`config.mk`:
```
export PLATFORM = sky130hd
export DESIGN_NAME = smc_top
export DESIGN_NICKNAME = d
export VERILOG_FILES = /design/src/core/smc_pkg.sv /design/src/core/smc_top.sv
export SDC_FILE = /design/constraint.sdc
export NUM_CORES = 1
export LEC_CHECK = 0
export ABC_AREA = 1
export BUFFER_PORTS_ARGS = -buffer_cell sky130_fd_sc_hd__buf_2
export CAP_MARGIN = 0
export CORE_MARGIN = 2
export CORE_UTILIZATION = 35
export CTS_CLUSTER_SIZE = 8
export DETAILED_ROUTE_END_ITERATION = 10
export GPL_TIMING_DRIVEN = 0
export PLACE_DENSITY = 0.65
export RECOVER_POWER = 50
export SLEW_MARGIN = 30
export SYNTH_ARGS = -nofsm -noshare
export SYNTH_HDL_FRONTEND = slang
export SYNTH_SLANG_ARGS = --single-unit
```
`constraint.sdc`:
```
create_clock -name ref_clk -period 4.16 [get_ports ref_clk]
set_clock_uncertainty 0.05 [all_clocks]
set_input_delay 0.832 -clock ref_clk [delete_from_list [all_inputs] [get_ports ref_clk]]
set_output_delay 0.832 -clock ref_clk [all_outputs]
set_load 0.01 [all_outputs]
```
`src/core/smc_pkg.sv`:
```
package smc_pkg;

  // Register indices; byte address is four times the index
  localparam logic [7:0]  IDX_CONTROL     = 8'h55;
  localparam logic [7:0]  IDX_IRQ_STATUS  = 8'h56;
  localparam logic [7:0]  IDX_IRQ_MASK    = 8'h57;

  // Control register field positions
  localparam int          LEVEL_MSB       = 7;
  localparam int          LEVEL_LSB       = 4;
  localparam int          RESET_EN_BIT    = 3;
  localparam int          ACTIVE_BIT      = 2;
  localparam int          CMP_LEVEL_BIT   = 1;
  localparam int          FLAG_BIT        = 0;

  // Threshold codes
  localparam logic [3:0]  LEVEL_OFF       = 4'h0;
  localparam logic [3:0]  LEVEL_EXTERNAL  = 4'hF;

  // Interrupt status and mask layout
  localparam int          IRQ_LOW_BIT     = 0;
  localparam int          IRQ_READY_BIT   = 1;
  localparam int          IRQ_W           = 2;

  // Reset values
  localparam logic [3:0]  LEVEL_RST       = 4'h0;
  localparam logic        RESET_EN_RST    = 1'b0;
  localparam logic        FLAG_RST        = 1'b0;
  localparam logic [1:0]  IRQ_MASK_RST    = 2'h0;

  // Timing
  localparam int          CLK_MHZ         = 100;
  localparam int          SETTLE_US       = 50;
  localparam int          SETTLE_CYCLES   = SETTLE_US * CLK_MHZ;
  localparam int          HYST_CYCLES     = 16;

  typedef enum {
    SMC_OFF,
    SMC_SETTLE,
    SMC_ON
  } smc_state_t;

  typedef struct packed {
    logic        psel;
    logic        penable;
    logic        pwrite;
    logic [11:0] paddr;
    logic [31:0] pwdata;
  } smc_apb_req_t;

  typedef struct packed {
    logic        monitor_enable;
    logic        external_select;
    logic [3:0]  threshold_level_select;
  } smc_analog_ctrl_t;

endpackage

```
`src/core/smc_top.sv`:
```
// Functional notes
// - Upper nibble selects threshold; zero keeps the supervisor off, non-zero turns it on.
// - Bit 2 reads whether the supervisor operates; writing it never turns it on.
// - Bit 1 mirrors the live comparator level without latching.
// - Bit 0 flag sets on low voltage and holds until software writes zero.
// - Register fields reset only by brownout reset, not by other resets.
// - Control register is one eight-bit read/write register at index 055h.
// - Every threshold comparison applies hysteresis against small supply changes.
// - With reset enable set, flag becoming set requests a power-on reset.
// - Threshold code all ones monitors the external input against internal reference.
// - Zero to non-zero level waits 50 us settling; a write ends it early.
// - Clearing the flag while low voltage persists has no effect; the flag stays set.
`timescale 1ns/1ps
module smc_top
  import smc_pkg::*;
#(
  parameter int SETTLE_CNT = SETTLE_CYCLES,
  parameter int HYST_CNT   = HYST_CYCLES
)(
  input  wire logic             ref_clk,         // 100 MHz clock
  input  wire logic             reset_n,         // Brownout reset, async, active low
  input  wire logic             clk_en,          // Freezes all state while low
  input  wire smc_apb_req_t     apb_req,         // APB request signals
  output logic                  pready,          // APB ready
  output logic [31:0]           prdata,          // APB read data
  output logic                  pslverr,         // APB error on unmapped address
  input  wire logic             cmp_supply_low,  // Supply comparator, high when below
  input  wire logic             cmp_ext_low,     // External input comparator, high when below
  output smc_analog_ctrl_t      analog_ctrl,     // Comparator enable and threshold
  output logic                  por_request,     // One-cycle power-on reset request
  output logic                  irq              // Level interrupt
);

  localparam int SCNT_W = $clog2(SETTLE_CNT + 1);
  localparam int HCNT_W = $clog2(HYST_CNT + 1);

  // Counters cannot serve a zero-length settle or release interval
  if (SETTLE_CNT < 1 || HYST_CNT < 1)
  begin : g_param_check
    $error("smc_top: SETTLE_CNT and HYST_CNT must be at least one");
  end

  // Register state
  logic [3:0]           threshold_level_select;
  logic                 low_voltage_reset_enable;
  logic                 low_voltage_flag;
  logic [IRQ_W-1:0]     irq_status;
  logic [IRQ_W-1:0]     irq_mask;
  smc_state_t           state;
  logic [SCNT_W-1:0]    settle_cnt;

  // Comparator path
  logic                 sup_meta;
  logic                 sup_sync;
  logic                 ext_meta;
  logic                 ext_sync;
  logic                 comparator_output_level;
  logic                 low_cond;
  logic [HCNT_W-1:0]    hyst_cnt;

  // Bus decode
  logic                 access;
  logic                 done;
  logic                 wr_done;
  logic [7:0]           reg_idx;
  logic                 word_aligned;
  logic                 hit_ctl;
  logic                 hit_sts;
  logic                 hit_msk;
  logic                 mapped;
  logic                 wr_ctl;
  logic [3:0]           wr_level;

  // Events
  logic                 monitor_active_status;
  logic                 flag_set;
  logic                 settle_done;
  logic [IRQ_W-1:0]     irq_events;
  logic [7:0]           ctl_read;

  assign reg_idx      = apb_req.paddr[9:2];
  assign word_aligned = (apb_req.paddr[1:0] == 2'h0) && (apb_req.paddr[11:10] == 2'h0);
  assign hit_ctl      = word_aligned && (reg_idx == IDX_CONTROL);
  assign hit_sts      = word_aligned && (reg_idx == IDX_IRQ_STATUS);
  assign hit_msk      = word_aligned && (reg_idx == IDX_IRQ_MASK);
  assign mapped       = hit_ctl || hit_sts || hit_msk;
  assign access       = apb_req.psel && apb_req.penable;
  assign done         = access && pready;
  assign wr_done      = done && apb_req.pwrite && mapped;
  assign wr_ctl       = wr_done && hit_ctl;
  assign wr_level     = apb_req.pwdata[LEVEL_MSB:LEVEL_LSB];

  assign monitor_active_status = (state == SMC_ON);
  assign settle_done = (state == SMC_SETTLE) && (settle_cnt == SCNT_W'(SETTLE_CNT - 1))
                       && !wr_ctl;
  // Detection only counts once the supervisor is settled and running
  assign flag_set    = monitor_active_status && low_cond;

  assign irq_events[IRQ_LOW_BIT]   = flag_set && !low_voltage_flag;
  assign irq_events[IRQ_READY_BIT] = settle_done;

  assign ctl_read = {threshold_level_select,
                     low_voltage_reset_enable,
                     monitor_active_status,
                     comparator_output_level,
                     low_voltage_flag};

  // Asynchronous comparator outputs pass two flops before any use
  always_ff @(posedge ref_clk or negedge reset_n)
  begin
    if (!reset_n)
    begin
      sup_meta <= 1'b0;
      sup_sync <= 1'b0;
      ext_meta <= 1'b0;
      ext_sync <= 1'b0;
    end
    else if (clk_en)
    begin
      sup_meta <= cmp_supply_low;
      sup_sync <= sup_meta;
      ext_meta <= cmp_ext_low;
      ext_sync <= ext_meta;
    end
  end

  // Live channel view; the external channel replaces the supply at code all ones
  always_ff @(posedge ref_clk or negedge reset_n)
  begin
    if (!reset_n)
      comparator_output_level <= 1'b0;
    else if (clk_en)
      comparator_output_level <= (threshold_level_select == LEVEL_EXTERNAL) ? ext_sync
                                                                             : sup_sync;
  end

  // Condition asserts at once but releases only after a quiet interval,
  // so supply ripple near the threshold cannot make it chatter
  always_ff @(posedge ref_clk or negedge reset_n)
  begin
    if (!reset_n)
    begin
      low_cond <= 1'b0;
      hyst_cnt <= '0;
    end
    else if (clk_en)
    begin
      if (comparator_output_level)
      begin
        low_cond <= 1'b1;
        hyst_cnt <= '0;
      end
      else if (low_cond)
      begin
        if (hyst_cnt == HCNT_W'(HYST_CNT - 1))
        begin
          low_cond <= 1'b0;
          hyst_cnt <= '0;
        end
        else
          hyst_cnt <= hyst_cnt + 1'b1;
      end
    end
  end

  // Control fields; only the brownout reset returns them to initial values
  always_ff @(posedge ref_clk or negedge reset_n)
  begin
    if (!reset_n)
    begin
      threshold_level_select   <= LEVEL_RST;
      low_voltage_reset_enable <= RESET_EN_RST;
    end
    else if (clk_en && wr_ctl)
    begin
      threshold_level_select   <= wr_level;
      low_voltage_reset_enable <= apb_req.pwdata[RESET_EN_BIT];
      // Bits 2 and 1 of the write data are not stored anywhere
    end
  end

  // Supervisor sequencing
  always_ff @(posedge ref_clk or negedge reset_n)
  begin
    if (!reset_n)
    begin
      state      <= SMC_OFF;
      settle_cnt <= '0;
    end
    else if (clk_en)
    begin
      unique case (state)
        SMC_OFF:
        begin
          settle_cnt <= '0;
          if (wr_ctl && wr_level != LEVEL_OFF)
            state <= SMC_SETTLE;
        end
        SMC_SETTLE:
        begin
          if (wr_ctl && wr_level == LEVEL_OFF)
            state <= SMC_OFF;
          else if (wr_ctl || settle_done)
            state <= SMC_ON;
          settle_cnt <= settle_cnt + 1'b1;
        end
        SMC_ON:
        begin
          // Level to level changes get no automatic delay
          if (wr_ctl && wr_level == LEVEL_OFF)
            state <= SMC_OFF;
        end
      endcase
    end
  end

  // Sticky flag; hardware set wins over a software clear in the same cycle
  always_ff @(posedge ref_clk or negedge reset_n)
  begin
    if (!reset_n)
      low_voltage_flag <= FLAG_RST;
    else if (clk_en)
    begin
      if (flag_set)
        low_voltage_flag <= 1'b1;
      else if (wr_ctl)
        low_voltage_flag <= apb_req.pwdata[FLAG_BIT];
    end
  end

  // Reset request fires on the cycle the flag goes from clear to set
  always_ff @(posedge ref_clk or negedge reset_n)
  begin
    if (!reset_n)
      por_request <= 1'b0;
    else if (clk_en)
      por_request <= low_voltage_reset_enable && flag_set && !low_voltage_flag;
  end

  // Analog control outputs
  always_ff @(posedge ref_clk or negedge reset_n)
  begin
    if (!reset_n)
      analog_ctrl <= '0;
    else if (clk_en)
    begin
      analog_ctrl.monitor_enable         <= (threshold_level_select != LEVEL_OFF);
      analog_ctrl.external_select        <= (threshold_level_select == LEVEL_EXTERNAL);
      analog_ctrl.threshold_level_select <= threshold_level_select;
    end
  end

  // Interrupt status: event set wins over write-one-to-clear
  always_ff @(posedge ref_clk or negedge reset_n)
  begin
    if (!reset_n)
      irq_status <= '0;
    else if (clk_en)
    begin
      if (wr_done && hit_sts)
        irq_status <= (irq_status & ~apb_req.pwdata[IRQ_W-1:0]) | irq_events;
      else
        irq_status <= irq_status | irq_events;
    end
  end

  always_ff @(posedge ref_clk or negedge reset_n)
  begin
    if (!reset_n)
      irq_mask <= IRQ_MASK_RST;
    else if (clk_en && wr_done && hit_msk)
      irq_mask <= apb_req.pwdata[IRQ_W-1:0];
  end

  always_ff @(posedge ref_clk or negedge reset_n)
  begin
    if (!reset_n)
      irq <= 1'b0;
    else if (clk_en)
      irq <= |(irq_status & irq_mask);
  end

  // APB slave: one wait state, answer on the second access cycle
  always_ff @(posedge ref_clk or negedge reset_n)
  begin
    if (!reset_n)
    begin
      pready  <= 1'b0;
      pslverr <= 1'b0;
    end
    else if (clk_en)
    begin
      pready  <= access && !pready;
      pslverr <= access && !pready && !mapped;
    end
  end

  // Read data is captured with the ready edge so it matches the answer cycle
  always_ff @(posedge ref_clk or negedge reset_n)
  begin
    if (!reset_n)
      prdata <= '0;
    else if (clk_en)
    begin
      if (access && !pready && !apb_req.pwrite)
      begin
        if (hit_ctl)
          prdata <= {24'h000000, ctl_read};
        else if (hit_sts)
          prdata <= {{(32-IRQ_W){1'b0}}, irq_status};
        else if (hit_msk)
          prdata <= {{(32-IRQ_W){1'b0}}, irq_mask};
        else
          prdata <= '0;
      end
      else
        prdata <= '0;
    end
  end

endmodule // smc_top

```
==> out/qor.csv, run 1 <==
metric,value,unit
core_area,8090,µm²
crit_required,4360,ps
worstPathCellList,clkbuf_1 -> clkbuf_1 -> nand4_1 -> nor2_2 -> nand2_1 -> o21ai_0,
clockRootBuffer,clkbuf_8,
end_kind,flip-flop,
drive_gt1_share,19.6,%
critPathKind,in -> reg,
worst_r2r_path_depth,9,
grt_pass1_wl,10000,µm
synth_area_leaders,"dfrtp_1 (47%), nand2_1 (13%), buf_4 (6.5%)",
crit_start,clk_en,
ys.flop_type,dfrtp_1,
cp_slowest_cell,clkbuf_1,
ys_types,30,
crit_path_frequent_cell,clkbuf_1,
clk_pin_slew_worst_paths,110,ps
hold_path_depth,2,
dieArea,8930,µm²
grt_max_degree,55,
syn_to_final_growth,18.7,%
r2r_slack,2190,ps
tightest_slew,676,ps
synth-seq-cells,54,
final_area,3400,µm²
synthesis.area,2870,µm²
crit_fanout,10,
die_y,94.5,µm
cts_buffers,5,
hold_viol_final,0,
synth_edf_count,0,
rows,33,
cts_resized,0,
die_x,94.5,µm
tritoncts,done,
p_clk_share,25.5,%
io-pin-count,94,
timing.final.max_slew_violations,0,
fin_tns_setup,0,ps
path_buf_inv,2,
final_cells,544,
layout.nets,495,
drt_iter0_drc,73,
status,completed,
route.detailed.drc,0,
num_antenna_cells,0,
io_buffers,44,
fmax,0.483,GHz
post_drt_wl_per_cell,10.8,µm
dp_hpwl,4480,µm
p_sw_share,33.7,%
async_reset_ff_share,100,%
grt_pass1_vias,2287,
rsz0062_at_grt,false,
rr_startpoint,state[1]$_DFFE_PN0P_,
dp.cells,536,
wirelength,5870,µm
place_area,3310,µm²
worstSetupPathDepth,6,
grt.overflow.total,0,
final.period_utilization,49.8,%
cp.arrival,2270,ps
intPower,0.806,mW
relSlewSlack,54.9,%
yosys-top-cells-count,"nand2_1 (97), dfrtp_1 (54), inv_1 (41)",
holdCritStartpoint,analog_ctrl[1]$_DFFE_PN0P_,
cts_setup_buffers,0,
cp_top_family,simple AND/OR/NAND/NOR gates,
yosys_warnings,0,
firstDrtPassIters,4,
clk_latency,320,ps
initial_core_util,35.4,%
min_path_type,reg -> reg,
vias,2427,
cap_violations,0,
power_density,357,nW/µm²
synth_top_area_share,47.1,%
antenna_found_initial,0,
whs,426,ps
cp-start-kind,input pin,
synth_most_common_cell,nand2_1,
place_congestion,0.855,
synthCells,364,
cts.sink_count,54,
final_antenna_net_count,0,
yosys.area.top_type,dfrtp_1,
fillers,835,
hold_buffers,0,
grt_usage,14.1,%
seq_area_frac_synth,47.1,%
share_comb_of_total_power,24.2,%
critPathMaxStageDelay,440,ps
avgSynthCellArea,7.88,µm²
viasPerCell,4.46,
layout_min_cycle_time,2070,ps
peakVddDrop,0.186,mV
htreeDepth,2,
setup_viol,0,
p_switching,0.410,mW
clockBufferDepth,2,
pwr-share-seq,50.3,%
leakagePower,1.85,nW
## state kept, by name, indices dropped and copies added (netlist names), 2 cells and up
signal                  cells
state                       2
irq_mask                    2
prdata                      8
irq_status                  2
settle_cnt                 13
analog_ctrl                 6
threshold_level_select      4
hyst_cnt                    5
## area by class of cell
cell class	count	area (µm²)	area share (%)
timing repair buffer	44	221	6.51
inverter	43	161	4.74
buffer	29	203	5.96
sequential	54	1350	39.7
multi-input combinational	261	1240	36.4
tap	105	131	3.86
clock inverter	3	28.8	0.846
clock buffer	5	68.8	2.02
## worst reg2reg max path, cell delays in order (launching register included)
cell     delay (ps)
dfrtp_1         410
inv_1            90
ha_1            270
nand2_1         130
nand2_2         170
inv_1           110
nor2_1          250
inv_1           190
o21ai_0         120
nor2_1           60
## per-stage QoR
step / power (mW) / util [%] / worst slack, ps
CTS: 1.23 / 42.1 / 2180
finish: 1.22 / 42.1 / 2090
floorplan: 0.833 / - / 2240
global placement: 0.907 / 40.8 / 2000
global route: 1.30 / 42.1 / 1850
detailed placement: 0.918 / 40.9 / 1930
## cell usage in the layout (no fill, tap or decap), drive strengths merged
master	Yosys	layout
a21oi	14	14
a31oi	2	2
a32o	1	1
buf	28	69
clkbuf	1	9
clkinv	0	2
conb	1	24
dfrtp	54	54
ha	5	5
inv	43	44
mux2	2	2
mux2i	1	1
nand2	98	98
nand3	22	22
nand3b	1	1
nand4	9	9
nor2	40	40
nor3	8	8
nor4	2	2
o211a	1	1
o211ai	2	2
o21ai	27	27
xor2	2	2
## power groups by stage
| stage | Clock [mW] | Combinational [mW] | Sequential [mW] |
|---|---|---|---|
| CTS | 0.326 | 0.298 | 0.611 |
| floorplan | 0 | 0.218 | 0.615 |
| detailed placement | 0 | 0.298 | 0.620 |
| global route | 0.339 | 0.342 | 0.619 |
| global placement | 0 | 0.287 | 0.620 |
| finish | 0.310 | 0.295 | 0.611 |
## per-layer routing
layer | wire length [µm] | up-vias | GRT usage (%)
met5 | 0 | - | 0
met4 | 70 | 0 | 3.74
met3 | 295 | 7 | 2.95
met2 | 2760 | 50 | 24.2
met1 | 2750 | 1102 | 18.1
li1 | - | 1268 | -
## final timing paths
check / endpoint
worst max register to register: settle_cnt[3]$_DFFE_PN0P_
worst max-delay path: prdata[3]$_DFFE_PN0P_
worst min-delay path: analog_ctrl[1]$_DFFE_PN0P_
min in group asynchronous: prdata[6]$_DFFE_PN0P_
worst min register to register: analog_ctrl[1]$_DFFE_PN0P_
max in group asynchronous: settle_cnt[2]$_DFFE_PN0P_
## cells by family (layout without fill, tap and decap cells)
logic type / count (synthesis) / count (layout) / share of synthesized area (%)
buffers and inverters: 72 / 124 / 12.7
xor gates and xnor gates: 2 / 2 / 0.611
adders and majority gates: 5 / 5 / 2.18
AOI/OAI and AO/OA: 47 / 47 / 8.81
and+or+nand+nor: 180 / 180 / 27.0
other: 1 / 24 / 0.131
muxes: 3 / 3 / 1.40
DFF: 54 / 54 / 47.1
Power figures use the tool's default switching activity.
==> run 2, diff against run 1 <==
--- a/config.mk
+++ b/config.mk
@@ -5,7 +5,7 @@
 export SDC_FILE = /design/constraint.sdc
 export NUM_CORES = 1
 export LEC_CHECK = 0
-export ABC_AREA = 1
+export ABC_AREA = 0
 export BUFFER_PORTS_ARGS = -buffer_cell sky130_fd_sc_hd__buf_2
 export CAP_MARGIN = 0
 export CORE_MARGIN = 2
==> constraint.sdc (replaced) <==
create_clock -name ref_clk -period 2.15 [get_ports ref_clk]
set_clock_uncertainty 0.05 [all_clocks]
set_input_delay 0.43 -clock ref_clk [delete_from_list [all_inputs] [get_ports ref_clk]]
set_output_delay 0.43 -clock ref_clk [all_outputs]
set_load 0.01 [all_outputs]
==> run 2 against run 1 <==
  * Sequential share of layout area increased by 0.91 points
  * Count of clock-buffer cells in the layout increased by 1
  * Wire length decreased by 0.14%
  * Flip-flop and latch count unchanged
  * Combinational power increased by 85%
  * Register-to-register slack got worse by 2000 ps
  * Area after synthesis decreased by 2.8%
  * Synthesized cell count decreased by 29%
  * Sequential power increased by 100%
  * Power increased by 100%
  * Hold slack got worse by 120 ps
==> out/qor.csv, run 2 <==
metric,value,unit
worstPathCellList,inv_1 -> ha_1 -> buf_2 -> o211ai_1 -> nor3_1 -> and3_1 -> xnor2_1 -> nor2_1,
largest-register,settle_cnt,
status,completed,
critPathKind,reg -> reg,
cts.sink_count,54,
crit_required,2270,ps
route.detailed.drc,0,
syn_to_final_growth,19.4,%
synth_most_common_cell,dfrtp_1,
cap_violations,0,
cts_resized,0,
avgSynthCellArea,10.8,µm²
die_x,93.2,µm
setup_viol,0,
hold_buffers,0,
leakagePower,1.61,nW
yosys-top-cells-count,"dfrtp_1 (54), buf_4 (24), nor2_1 (21)",
yosys_warnings,0,
drive_gt1_share,29.5,%
place_congestion,0.829,
reg.largest.list,"settle_cnt (13), prdata (8), analog_ctrl (6)",
io_buffers,44,
clockBufferDepth,2,
tritoncts,done,
end_kind,flip-flop,
synthCells,258,
num_antenna_cells,0,
core_area,7730,µm²
clk_latency,300,ps
initial_core_util,36.1,%
rsz0062_at_grt,false,
cts_buffers,5,
viasPerCell,4.88,
grt.overflow.total,0,
rows,32,
yosys.area.top_type,dfrtp_1,
drt_iter0_drc,146,
cp_slowest_cell,dfrtp_1,
fin_tns_setup,0,ps
seq_area,1350,µm²
synthesis.area,2790,µm²
hold_viol_final,0,
tightest_slew,1330,ps
synth-seq-cells,54,
dp_hpwl,4380,µm
ys.flop_type,dfrtp_1,
cp_top_family,simple AND/OR/NAND/NOR gates,
fillers,752,
cts_setup_buffers,0,
clk_pin_slew_worst_paths,90,ps
mostFrequentLayoutCell,dfrtp_1,
layout_min_cycle_time,1910,ps
vias,2119,
peakVddDrop,0.363,mV
cp-start-kind,flip-flop,
grt_max_degree,55,
antenna_found_initial,0,
ys_types,48,
io-pin-count,94,
largest_reg_flops,13,
firstDrtPassIters,5,
synth_edf_count,0,
crit_fanout,10,
synth_area_leaders,"dfrtp_1 (48%), buf_4 (6.5%), mux2_2 (6.1%)",
power_density,736,nW/µm²
layout.nets,389,
htreeDepth,2,
grt_pass1_wl,9800,µm
clockRootBuffer,clkbuf_8,
async_reset_ff_share,100,%
grt_pass1_vias,2002,
relSlewSlack,11.6,%
final_core_util,43.1,%
fmax,0.522,GHz
synth_top_area_share,48.5,%
min_path_type,in -> reg,
multi_input_area,1280,µm²
post_drt_wl_per_cell,13.5,µm
die_y,93.2,µm
path_buf_inv,2,
seq_area_frac_synth,48.5,%
dieArea,8690,µm²
grt_usage,14.4,%
critPathMaxStageDelay,400,ps
wirelength,5860,µm
final_cell_mix,"dfrtp_1 (54), buf_2 (40), buf_4 (24), conb_1 (24), nor2_1 (21)",
final.period_utilization,89.0,%
timing.final.max_slew_violations,0,
cp.arrival,2030,ps
final_antenna_net_count,0,
## run 2: cell count changes after synthesis, sizes merged, moves of 4 or more
cell,before,now
a21oi,14,8
nand2,98,20
and3,0,5
nand4,9,5
nor2,40,22
o21ai,27,10
inv,43,8
o2bb2ai,0,7
nand3,22,6
xnor2,0,6
mux2,2,15
a22o,0,9
## run 2: area by class of cell
class / count / share of cell area, %
multi-input combinational: 188 / 38.5
inverter: 8 / 0.903
clock buffer: 6 / 2.48
timing repair buffer: 44 / 6.47
sequential: 54 / 40.6
buffer: 31 / 6.28
tap: 102 / 3.84
clock inverter: 1 / 0.903
## run 2: power breakdown
part           switching, mW  internal (mW)  total, mW
sequential             0.100           1.12       1.22
combinational          0.302          0.245      0.547
clock                  0.311          0.373      0.684
## run 2: per-layer routing
layer | GRT usage, % | vias to the layer above | wire length, µm
li1 | - | 1030 | -
met1 | 20.4 | 1008 | 2760
met2 | 22.2 | 79 | 2670
met3 | 3.30 | 2 | 402
met4 | 3.68 | 0 | 37
met5 | 0 | - | 0
## run 2: cell families (layout without fill, tap and decap cells)
| kind of cell | Yosys count | in the layout | share of synthesized area (%) |
|---|---|---|---|
| AO/OA/AOI/OAI | 49 | 49 | 13.4 |
| other | 1 | 24 | 0.135 |
| multiplexers | 19 | 19 | 7.50 |
| buffers and inverters | 39 | 90 | 8.62 |
| adder cells (fa/ha/maj) | 5 | 5 | 2.25 |
| XOR/XNOR | 9 | 9 | 2.83 |
| AND/OR/NAND/NOR | 82 | 82 | 16.8 |
| flip-flops | 54 | 54 | 48.5 |
## run 2: path summary, 6_finish.rpt
check | end | slack (ps) | cells after the start | from
min in group asynchronous | settle_cnt[8]$_DFFE_PN0P_ | 360 | 1 | reset_n
max in group asynchronous | threshold_level_select[0]$_DFFE_PN0P_ | 890 | 1 | reset_n
min | ext_meta$_DFFE_PN0P_ | 310 | 2 | cmp_ext_low
max reg2reg | settle_cnt[11]$_DFFE_PN0P_ | 240 | 8 | state[1]$_DFFE_PN0P_
min reg2reg | hyst_cnt[4]$_DFFE_PN0P_ | 440 | 1 | hyst_cnt[4]$_DFFE_PN0P_
max | settle_cnt[11]$_DFFE_PN0P_ | 240 | 8 | state[1]$_DFFE_PN0P_
## run 2: metrics by stage
stage	hold slack (ps)	power, mW	setup WS (ps)	instances	area [µm²]
2_1_floorplan	84.4	1.62	458	281	2870
3_3_place_gp	413	1.75	166	427	3220
3_5_place_dp	420	1.77	109	427	3220
4_1_cts	131	2.47	225	434	3340
5_1_grt	289	2.60	56.0	434	3330
6_report	309	2.45	235	434	3330
==> run 3, diff against run 2 <==
--- a/config.mk
+++ b/config.mk
@@ -13,7 +13,6 @@
 export CTS_CLUSTER_SIZE = 8
 export DETAILED_ROUTE_END_ITERATION = 10
 export GPL_TIMING_DRIVEN = 0
-export PLACE_DENSITY = 0.65
 export RECOVER_POWER = 50
 export SLEW_MARGIN = 30
 export SYNTH_ARGS = -nofsm -noshare
==> run 3 against run 2 <==
  * Die area stayed put
  * First-iteration DRC count is 29% lower
  * Cell count up 0.23%
  * Sequential share of layout area rose by 0.29 points
  * Cell area shrank 0.71%
  * Utilization is 0.31 points lower
  * Register-to-register slack about the same
  * Highest routed layer unchanged
  * Clock power is 16% lower
  * Hold slack got worse by 2.0 ps
  * Non-clock buffer count did not move
  * Global-route usage is 0.15 points lower
  * Sequential power barely moved
==> out/qor.csv, run 3 (synthesized netlist as in run 2, its figures left out) <==
metric,value,unit
crit_required,2290,ps
cp.arrival,2070,ps
status,completed,
clockBufferDepth,2,
setup_viol,0,
clk_latency,300,ps
place_congestion,0.802,
mostFrequentLayoutCell,dfrtp_1,
dieArea,8690,µm²
layout.nets,389,
core_area,7730,µm²
viasPerCell,4.77,
final.period_utilization,89.7,%
largest_reg_flops,13,
initial_core_util,36.1,%
largest-register,settle_cnt,
final_area,3300,µm²
hold_buffers,0,
wirelength,5860,µm
critPathKind,in -> reg,
peakVddDrop,0.402,mV
syn_to_final_growth,18.5,%
dp_hpwl,4290,µm
clockRootBuffer,clkbuf_8,
cp-start-kind,input pin,
layout_min_cycle_time,1930,ps
rr_startpoint,state[1]$_DFFE_PN0P_,
cap_violations,0,
cts.sink_count,54,
worst_r2r_path_depth,8,
reg.largest.list,"settle_cnt (13), prdata (8), analog_ctrl (6)",
relSlewSlack,9.54,%
cts_buffers,5,
grt.overflow.total,0,
final_cell_mix,"dfrtp_1 (54), buf_2 (38), buf_4 (24), conb_1 (24), nor2_1 (21)",
num_antenna_cells,0,
fin_tns_setup,0,ps
final_core_util,42.7,%
timing.final.max_slew_violations,0,
cts_resized,0,
tritoncts,done,
power_density,704,nW/µm²
route.detailed.drc,0,
final_antenna_net_count,0,
firstDrtPassIters,4,
clk_pin_slew_worst_paths,90,ps
grt_pass1_vias,2033,
tightest_slew,1360,ps
die_x,93.2,µm
fmax,0.519,GHz
grt_pass1_wl,9840,µm
hold_path_depth,2,
holdCritStartpoint,cmp_ext_low,
grt_usage,14.2,%
hold_path_end,ext_meta$_DFFE_PN0P_,
drive_gt1_share,28.8,%
rsz0062_at_grt,false,
post_drt_wl_per_cell,13.5,µm
end_kind,flip-flop,
drt_iter0_drc,104,
crit_fanout,10,
htreeDepth,2,
io-pin-count,94,
r2r_slack,240,ps
hold_viol_final,0,
place_area,3220,µm²
min_path_type,in -> reg,
cts_setup_buffers,0,
io_buffers,44,
vias,2075,
die_y,93.2,µm
leakagePower,1.59,nW
grt_max_degree,55,
rows,32,
rr_endpoint,settle_cnt[11]$_DFFE_PN0P_,
antenna_found_initial,0,
## run 3: cell count changes in the layout (fill, tap and decap cells not counted)
cell       before  now
bufinv_16       1    0
buf_2          40   38
clkbuf_1        8   11
clkinv_2        0    1
## run 3: metal layers
layer  wire length (µm)  share of wire (%)  track usage [%]
met1               2650                 45             18.8
met3                325                5.5             3.22
met2               2820                 48             23.4
met4                 69                1.2             4.04
met5                  0                  0                0
## run 3: metrics by stage
stage                     power, mW  hold WS (ps)  instances  worst slack (ps)
after floorplan                1.62          84.4        281               458
after global placement         1.76           416        427               173
after detailed placement       1.77           421        427               128
after CTS                      2.37           141        435               235
after global routing           2.49           300        435              74.0
final                          2.32           307        435               223
## run 3: worst max-delay path by stage
stage,start,to,slack (ps),cells after the start
3_3_place_gp,apb_req[33],threshold_level_select[0]$_DFFE_PN0P_,170,5
6_report,clk_en,sup_sync$_DFFE_PN0P_,220,4
4_1_cts,state[1]$_DFFE_PN0P_,settle_cnt[11]$_DFFE_PN0P_,230,8
2_1_floorplan,state[1]$_DFFE_PN0P_,settle_cnt[9]$_DFFE_PN0P_,460,8
5_1_grt,state[1]$_DFFE_PN0P_,settle_cnt[11]$_DFFE_PN0P_,70,8
3_5_place_dp,apb_req[33],state[1]$_DFFE_PN0P_,130,6
## run 3: where the power goes
group	switching, mW	internal (mW)	total (mW)
sequential	0.0971	1.12	1.21
clock	0.316	0.261	0.577
combinational	0.289	0.244	0.533
total	0.703	1.62	2.32
## run 3: critical path, cell delays in order
cell	delay, ps
clkbuf_1	240
clkbuf_1	490
buf_1	510
mux2_2	400
## run 3: final cells by class
class / instances / area (µm²)
flip-flops and latches: 54 / 1350
clock inverters: 1 / 5.00
clock buffers: 7 / 86.3
inverters: 8 / 30.0
multi-input cells: 188 / 1280
repair buffers: 44 / 213
fillers: 770 / 4420
plain buffers: 31 / 209
well taps: 102 / 128
